[config.mk]
export PLATFORM = sky130hd
export DESIGN_NAME = kli_keypad_irq
export DESIGN_NICKNAME = d
export VERILOG_FILES = /design/src/kli_pkg.sv /design/src/kli_keypad_irq.sv /design/src/kli_sync2.sv
export SDC_FILE = /design/constraint.sdc
export NUM_CORES = 1
export LEC_CHECK = 0
export BUFFER_PORTS_ARGS = -buffer_cell sky130_fd_sc_hd__buf_2
export CAP_MARGIN = 20
export CORE_UTILIZATION = 50
export DETAILED_ROUTE_END_ITERATION = 12
export PLACE_DENSITY = 0.74
export SLEW_MARGIN = 20
export SYNTH_ARGS = -nofsm -noshare
export SYNTH_HDL_FRONTEND = slang
export SYNTH_SLANG_ARGS = --single-unit
[constraint.sdc]
create_clock -name clock -period 3.6 [get_ports clock]
set_input_delay 0.18 -clock clock [delete_from_list [all_inputs] [get_ports clock]]
set_output_delay 0.18 -clock clock [all_outputs]
set_load 0.02 [all_outputs]
[src/kli_pkg.sv]
// Purpose: Shared constants and types for the keypad level interrupt block.
// Assumes: An 8-bit special-function register port driven by the core.
// Notes:   All offsets are special-function register addresses.

package kli_pkg;

   // ***********************************************************************
   // Sizes
   // ***********************************************************************
   localparam int unsigned LINE_COUNT = 8;
   localparam int unsigned ADDR_W     = 8;
   localparam int unsigned DATA_W     = 8;

   // ***********************************************************************
   // Register offsets
   // ***********************************************************************
   localparam logic [ADDR_W-1:0] KEY_LINE_POLARITY_OFFS = 8'h9C;
   localparam logic [ADDR_W-1:0] KEY_LINE_ENABLE_OFFS   = 8'h9D;
   localparam logic [ADDR_W-1:0] KEY_LINE_FLAGS_OFFS    = 8'h9E;

   // ***********************************************************************
   // Reset values and field positions
   // ***********************************************************************
   localparam logic [DATA_W-1:0] KEY_LINE_POLARITY_RST = 8'h00;
   localparam logic [DATA_W-1:0] KEY_LINE_ENABLE_RST   = 8'h00;
   localparam logic [DATA_W-1:0] KEY_LINE_FLAGS_RST    = 8'h00;
   localparam logic [DATA_W-1:0] UNMAPPED_READ_VALUE   = 8'h00;

   // Line whose flag survives a read and is cleared only by a write.
   localparam int unsigned       STICKY_LINE           = 2;
   localparam logic [DATA_W-1:0] READ_CLEAR_MASK       = 8'hFB;

   // Synchroniser depth on the port inputs.
   localparam int unsigned       SYNC_STAGES           = 2;

   // ***********************************************************************
   // Carrier for one special-function register access
   // ***********************************************************************
   typedef struct packed {
      logic [ADDR_W-1:0] addr;
      logic              wr;
      logic              rd;
      logic [DATA_W-1:0] wdata;
   } kli_sfr_req_t;

endpackage : kli_pkg

[src/kli_keypad_irq.sv]
// Purpose: Eight-line level-sensitive keypad interrupt logic with its three registers.
// Assumes: Core special-function register port, one access per strobe, one clock.
// Notes:   Detection is by level, so a held key re-arms its flag every clock.
//
// Function
// A line's flag sets whenever its synchronised pin matches its polarity.
// Flags request the shared interrupt only where the line's enable bit is one.
// Reading the flag register clears flags of lines 0, 1 and 3 to 7.
// Line 2 flag survives reads; software clears it by writing the flag register.
// Enable zero leaves the pin plain I/O; enable one lets it interrupt.
// Polarity zero makes the line detect a low level.
// Polarity one makes the line detect a high level.
// Reset loads zero into flag, enable and polarity registers.
// All three registers are 8 bits, bit n serving port line n.
// All lines OR onto one request, gated by the global enable.
// A detected level on an enabled line raises a wake-up event.
// Pins pass two flip-flops; a cleared flag re-sets while the level holds.

`timescale 1ns/1ps

module kli_keypad_irq #(
   parameter int unsigned LINES = kli_pkg::LINE_COUNT
) (
   // Clock and reset
   input  wire logic                          clock,
   input  wire logic                          rst,
   // Special-function register port
   input  wire kli_pkg::kli_sfr_req_t         sfr_req,
   output logic      [kli_pkg::DATA_W-1:0]    sfr_rdata,
   // Port pins and alternate-function select
   input  wire logic [LINES-1:0]              key_pins,
   output logic      [LINES-1:0]              key_line_alt_select,
   // Core interrupt and power control
   input  wire logic                          keypad_global_irq_enable,
   output logic                               keypad_irq_request,
   output logic                               keypad_wake
);

   // ***********************************************************************
   // Address decoding
   // ***********************************************************************

   function automatic logic hits(
      input logic [kli_pkg::ADDR_W-1:0] addr,
      input logic [kli_pkg::ADDR_W-1:0] target
   );
      hits = (addr == target);
   endfunction : hits

   logic sel_polarity;
   logic sel_enable;
   logic sel_flags;

   always_comb begin
      sel_polarity = hits(sfr_req.addr, kli_pkg::KEY_LINE_POLARITY_OFFS);
      sel_enable   = hits(sfr_req.addr, kli_pkg::KEY_LINE_ENABLE_OFFS);
      sel_flags    = hits(sfr_req.addr, kli_pkg::KEY_LINE_FLAGS_OFFS);
   end

   // ***********************************************************************
   // Pin synchronisation and level detection
   // ***********************************************************************

   logic [LINES-1:0] pins_sync;
   logic [LINES-1:0] level_match;

   // Pins come from outside the clock domain and are never read before this.
   kli_sync2 #(
      .WIDTH    (LINES)
   ) u_sync (
      .clock    (clock),
      .rst      (rst),
      .async_in (key_pins),
      .sync_out (pins_sync)
   );

   logic [LINES-1:0] key_line_polarity_reg;
   logic [LINES-1:0] key_line_polarity_next;
   logic [LINES-1:0] key_line_enable_reg;
   logic [LINES-1:0] key_line_enable_next;
   logic [LINES-1:0] key_line_flags_reg;
   logic [LINES-1:0] key_line_flags_next;

   // A line matches when its pin equals its polarity bit: low for zero, high for one.
   genvar gi;
   generate
      for (gi = 0; gi < LINES; gi++) begin : g_detect
         assign level_match[gi] = key_line_polarity_reg[gi] ? pins_sync[gi]
                                                           : ~pins_sync[gi];
      end
   endgenerate

   // ***********************************************************************
   // Register file
   // ***********************************************************************

   logic [LINES-1:0] read_clear;
   logic [LINES-1:0] write_keep;

   always_comb begin
      key_line_polarity_next = key_line_polarity_reg;
      key_line_enable_next   = key_line_enable_reg;
      read_clear             = '0;
      write_keep             = '1;

      if (sfr_req.wr && sel_polarity) begin
         key_line_polarity_next = sfr_req.wdata[LINES-1:0];
      end
      if (sfr_req.wr && sel_enable) begin
         key_line_enable_next = sfr_req.wdata[LINES-1:0];
      end

      // Reading clears every flag except the sticky line.
      if (sfr_req.rd && sel_flags) begin
         read_clear = kli_pkg::READ_CLEAR_MASK[LINES-1:0];
      end
      // A written zero clears that flag; a written one leaves it alone.
      if (sfr_req.wr && sel_flags) begin
         write_keep = sfr_req.wdata[LINES-1:0];
      end

      // A level present in the clearing cycle wins over the clear.
      key_line_flags_next = (key_line_flags_reg & ~read_clear & write_keep)
                          | level_match;
   end

   always_ff @(posedge clock) begin
      if (rst) begin
         key_line_polarity_reg <= kli_pkg::KEY_LINE_POLARITY_RST[LINES-1:0];
         key_line_enable_reg   <= kli_pkg::KEY_LINE_ENABLE_RST[LINES-1:0];
         key_line_flags_reg    <= kli_pkg::KEY_LINE_FLAGS_RST[LINES-1:0];
      end else begin
         key_line_polarity_reg <= key_line_polarity_next;
         key_line_enable_reg   <= key_line_enable_next;
         key_line_flags_reg    <= key_line_flags_next;
      end
   end

   // ***********************************************************************
   // Read data
   // ***********************************************************************

   logic [kli_pkg::DATA_W-1:0] rdata_reg;
   logic [kli_pkg::DATA_W-1:0] rdata_next;

   // Read data shows the flags as they stood before the read cleared them.
   always_comb begin
      rdata_next = rdata_reg;
      if (sfr_req.rd) begin
         if (sel_polarity) begin
            rdata_next = kli_pkg::DATA_W'(key_line_polarity_reg);
         end else if (sel_enable) begin
            rdata_next = kli_pkg::DATA_W'(key_line_enable_reg);
         end else if (sel_flags) begin
            rdata_next = kli_pkg::DATA_W'(key_line_flags_reg);
         end else begin
            rdata_next = kli_pkg::UNMAPPED_READ_VALUE;
         end
      end
   end

   always_ff @(posedge clock) begin
      if (rst) begin
         rdata_reg <= kli_pkg::UNMAPPED_READ_VALUE;
      end else begin
         rdata_reg <= rdata_next;
      end
   end

   assign sfr_rdata = rdata_reg;

   // ***********************************************************************
   // Interrupt request and wake-up
   // ***********************************************************************

   logic irq_reg;
   logic irq_next;
   logic wake_reg;
   logic wake_next;

   // Both are registered, so each follows its cause by one clock.
   always_comb begin
      irq_next  = keypad_global_irq_enable
                & (|(key_line_flags_reg & key_line_enable_reg));
      // Wake does not wait on the global enable: a stopped core must still wake.
      wake_next = |(level_match & key_line_enable_reg);
   end

   always_ff @(posedge clock) begin
      if (rst) begin
         irq_reg  <= 1'b0;
         wake_reg <= 1'b0;
      end else begin
         irq_reg  <= irq_next;
         wake_reg <= wake_next;
      end
   end

   assign keypad_irq_request  = irq_reg;
   assign keypad_wake         = wake_reg;
   // Enable zero hands the pin back to the port logic as ordinary I/O.
   assign key_line_alt_select = key_line_enable_reg;
endmodule : kli_keypad_irq

[src/kli_sync2.sv]
// Purpose: Two flip-flop synchroniser for a group of asynchronous inputs.
// Assumes: Inputs change independently; each bit is a level.
// Notes:   The first stage is read by the second stage only.

`timescale 1ns/1ps

module kli_sync2 #(
   parameter int unsigned WIDTH = 8
) (
   // Clock and reset
   input  wire logic             clock,
   input  wire logic             rst,
   // Asynchronous inputs
   input  wire logic [WIDTH-1:0] async_in,
   // Synchronised outputs
   output logic      [WIDTH-1:0] sync_out
);

   logic [WIDTH-1:0] meta_reg;
   logic [WIDTH-1:0] meta_next;
   logic [WIDTH-1:0] stable_reg;
   logic [WIDTH-1:0] stable_next;

   always_comb begin
      meta_next   = async_in;
      stable_next = meta_reg;
   end

   // Both stages reset to ones, the resting level of a released key line.
   // Resetting to zero would look like every key pressed to a low-level detector
   // and leave all flags pending right after reset.
   always_ff @(posedge clock) begin
      if (rst) begin
         meta_reg   <= '1;
         stable_reg <= '1;
      end else begin
         meta_reg   <= meta_next;
         stable_reg <= stable_next;
      end
   end

   assign sync_out = stable_reg;

endmodule : kli_sync2

==> metrics.md <==
| Metric | Value |
|---|---|
| Tot Pwr | `961 uW` |
| CTS tree | `yes` |
| Post-synthesis average cell area | `about 10 um^2` |
| CP Class | `input port to flip-flop` |
| RR Startpoint | `key_line_polarity_reg[0]` |
| Die area | `around 0.0044 mm^2` |
| DIE HEIGHT | `66.2 um` |
| Fmax | `~690 MHz` |
| Syn nets | `234` |
| Largest net degree at the start of global routing | `51` |
| Rows | `22` |
| Flop pwr share | `59.6%` |
| Switch share | `roughly a quarter` |
| Worst setup EP type | `flip-flop` |
| Mux share of post-synthesis cell area | `11.6%` |
| Max-cap violation count | `0` |
| Reg2reg setup slack | `2.31 ns` |
| Dpl ws | `around 1.8 ns` |
| CTS HTree Levels | `2` |
| Worst-Margin Slew | `0.925 ns` |
| Root Buffer | `clkbuf_8` |
| Via count | `1598` |
| Post-DP HPWL | `2.87 mm` |
| Clock power frac | `33.3%` |
| DR iter-0 viols | `94` |
| Worst r2r path cells | `4` |
| Sequential area share after synthesis | `48.5%` |
| DRC errors left | `0` |
| Worst rel slew slack | `37.8%` |
| Max Transition Viols Final | `0` |
| Setup ws final | `2.15 ns` |
| Clock skew | `about 0.0060 ns` |
| Final Util | `62.5%` |
| Pwr per Cell Area | `just over 400 mW/mm^2` |
| Port Buf Inserts | `46` |
| Final TNS setup | `0 ns` |
| Hold Path Stages | `2` |
| Initial antenna violation count | `0` |
| Psw | `227 uW` |
| Antenna violation net count after detailed routing | `0` |
| CP Max Fanout | `8` |
| Yosys top cell by area | `dfxtp_1` |
| Final wirelength | `4.28 mm` |
| CTS Hold Bufs | `0` |
| Startpoint Class | `input port` |
| Num Clock Sinks | `50` |
| Detailed Routing Iterations Pass 1 | `4` |
| Leak | `0.00101 uW` |
| Post-Syn Area | `0.00206 mm^2` |
| Synth Area in Adders | `0%` |
| Complex-gate fraction of the synthesized area | `between 10% and 20%` |
| VDD IR-drop max | `0.328 mV` |
| Post-Synth XOR/XNOR Area | `under 10%` |
| Initial Util | `between 50% and 60%` |
| Synth warn | `0` |
| Core area | `0.00380 mm^2` |
| Total GRT Usage | `21.7%` |
| FF+latch count, synth | `50` |
| Die Wd | `66.2 um` |
| Via density | `5.42` |
| Worst hold path endpoint | `u_sync.meta_reg[3]` |
| ANT cells | `0` |
| FILL cells | `345` |
| Fin crit share | `40.4%` |
| Top cells by area, synth | `dfxtp_1, mux2i_1, or2_2` |
| Post-CTS Setup Inserts | `0` |
| RSZ-0062 raised after global routing | `false` |
| Synth Instances | `205` |
| Crit path DAT | `1.62 ns` |
| Main combinational cell family by area after synthesis | `compound AO/OA/AOI/OAI gates` |
| Post-synth EDFFs | `0` |
| Most used flip-flop cell after synthesis | `dfxtp_1` |
| Worst skew pair latency | `0.31 ns` |
| Vias in the first global route | `1460` |
| Setup Viol. Count Final | `0` |
| Netlist cell types | `31` |
| Total CTS buffers | `5` |
| Internal | `between 700 and 800 uW` |
| Post-cts resize count | `0` |
| Io pins | `47` |
| Final hold violations | `0` |
| Min-Delay Startpoint | `key_pins[3]` |
| Post-synth top area share | `about half` |
| Worst Path Required | `around 3.8 ns` |
| WL per Instance | `14.5 um` |
| Reg2reg end | `keypad_wake` |
| Clock buffer depth | `2` |
| First-pass GRT wire length | `7.02 mm` |
| Status | `complete, no violations` |
| Comb pwr share | `7.1%` |
| Final Net Count | `275` |
| Hold Crit Class | `input port to flip-flop` |
| Ys async rst share | `0%` |
| CTS clk-pin slew, worst paths | `0.09 ns` |
| Overflow after GRT | `0` |
| Area delta synth->final | `15.0%` |
| Share of layout cells above drive strength 1 | `29.6%` |
| GP Congestion | `0.821` |
| Simple-gate share of the synthesized area | `between 10 and 15%` |
| Post-route minimum period | `1.45 ns` |
-- kinds of logic (layout without fill, tap and decap cells) --
| logic type | Yosys count | in the layout |
|---|---|---|
| buffers and inverters | 23 | 65 |
| xor gates and xnor gates | 8 | 8 |
| AOI/OAI and AO/OA | 48 | 48 |
| and+or+nand+nor | 52 | 52 |
| muxes | 24 | 24 |
| DFF | 50 | 50 |
-- cells in the mapped netlist, types with 2 or more instances --
| master | n |
|---|---|
| o31ai_1 | 7 |
| nor2_1 | 26 |
| or2_2 | 17 |
| dfxtp_1 | 50 |
| clkbuf_1 | 7 |
| o2bb2ai_1 | 8 |
| dlygate4sd1_1 | 2 |
| a21oi_1 | 8 |
| xor2_1 | 8 |
| o22ai_1 | 4 |
| mux2i_1 | 24 |
| a22oi_1 | 10 |
| o21a_1 | 7 |
| inv_1 | 10 |
-- power by group through the flow --
stage | sequential (uW) | clock (uW) | combinational [uW]
5_1_grt | 575 | 359 | 75.3
2_1_floorplan | 584 | 0 | 43.4
3_3_place_gp | 585 | 0 | 67.3
3_5_place_dp | 586 | 0 | 67.8
6_report | 573 | 320 | 68.2
4_1_cts | 573 | 328 | 68.2
-- worst max path at each step --
| stage | from | end |
|---|---|---|
| 4_1_cts | sfr_req[16] | key_line_polarity_reg[5] |
| 2_1_floorplan | sfr_req[16] | key_line_polarity_reg[7] |
| 5_1_grt | sfr_req[16] | key_line_polarity_reg[0] |
| 3_3_place_gp | sfr_req[16] | key_line_polarity_reg[7] |
| 3_5_place_dp | sfr_req[16] | key_line_polarity_reg[6] |
| 6_report | sfr_req[16] | key_line_polarity_reg[5] |
-- cells in the final DEF, fill, tap and decap left out, types with 4 or more instances in the layout --
| master | instances |
|---|---|
| or2_2 | 17 |
| nor2_1 | 26 |
| a21oi_1 | 8 |
| dfxtp_1 | 50 |
| o21a_1 | 7 |
| o2bb2ai_1 | 8 |
| mux2i_1 | 24 |
| o22ai_1 | 4 |
| inv_1 | 10 |
| xor2_1 | 8 |
| o31ai_1 | 7 |
| a22oi_1 | 10 |
| buf_2 | 46 |
| clkbuf_8 | 5 |
-- area by class of cell --
class	instances	area [um^2]	share of cell area (%)
sequential	50	1000	42.2
multi-input combinational	132	953	40.2
inverter	11	41.3	1.74
tap	48	60.1	2.53
clock buffer	6	72.6	3.06
timing repair buffer	46	230	9.70
clock inverter	2	13.8	0.580
-- through the flow --
stage	hold WS, ns	std cells	area, um^2
2_1_floorplan	0.284	205	2060
3_3_place_gp	0.363	287	2290
3_5_place_dp	0.365	287	2290
4_1_cts	0.0420	295	2370
5_1_grt	0.0340	295	2370
6_report	0.0492	295	2370
-- routing by layer --
| layer | part of all wire, % | wire, um | global-route usage (%) | up-vias |
|---|---|---|---|---|
| met5 | 0 | 0 | 0 | - |
| met4 | 0.89 | 38 | 5.59 | 0 |
| met3 | 5.5 | 234 | 7.24 | 4 |
| met2 | 46 | 1980 | 33.7 | 55 |
| met1 | 47 | 2030 | 28.7 | 743 |
| li1 | - | - | - | 796 |
-- worst max-delay path, stage by stage --
cell       delay (ns)
buf_2            0.09
nand4bb_4        0.24
or4b_1           0.79
mux2i_1          0.26
nor2_1           0.05
No activity file was read; power rests on OpenSTA's default activity.
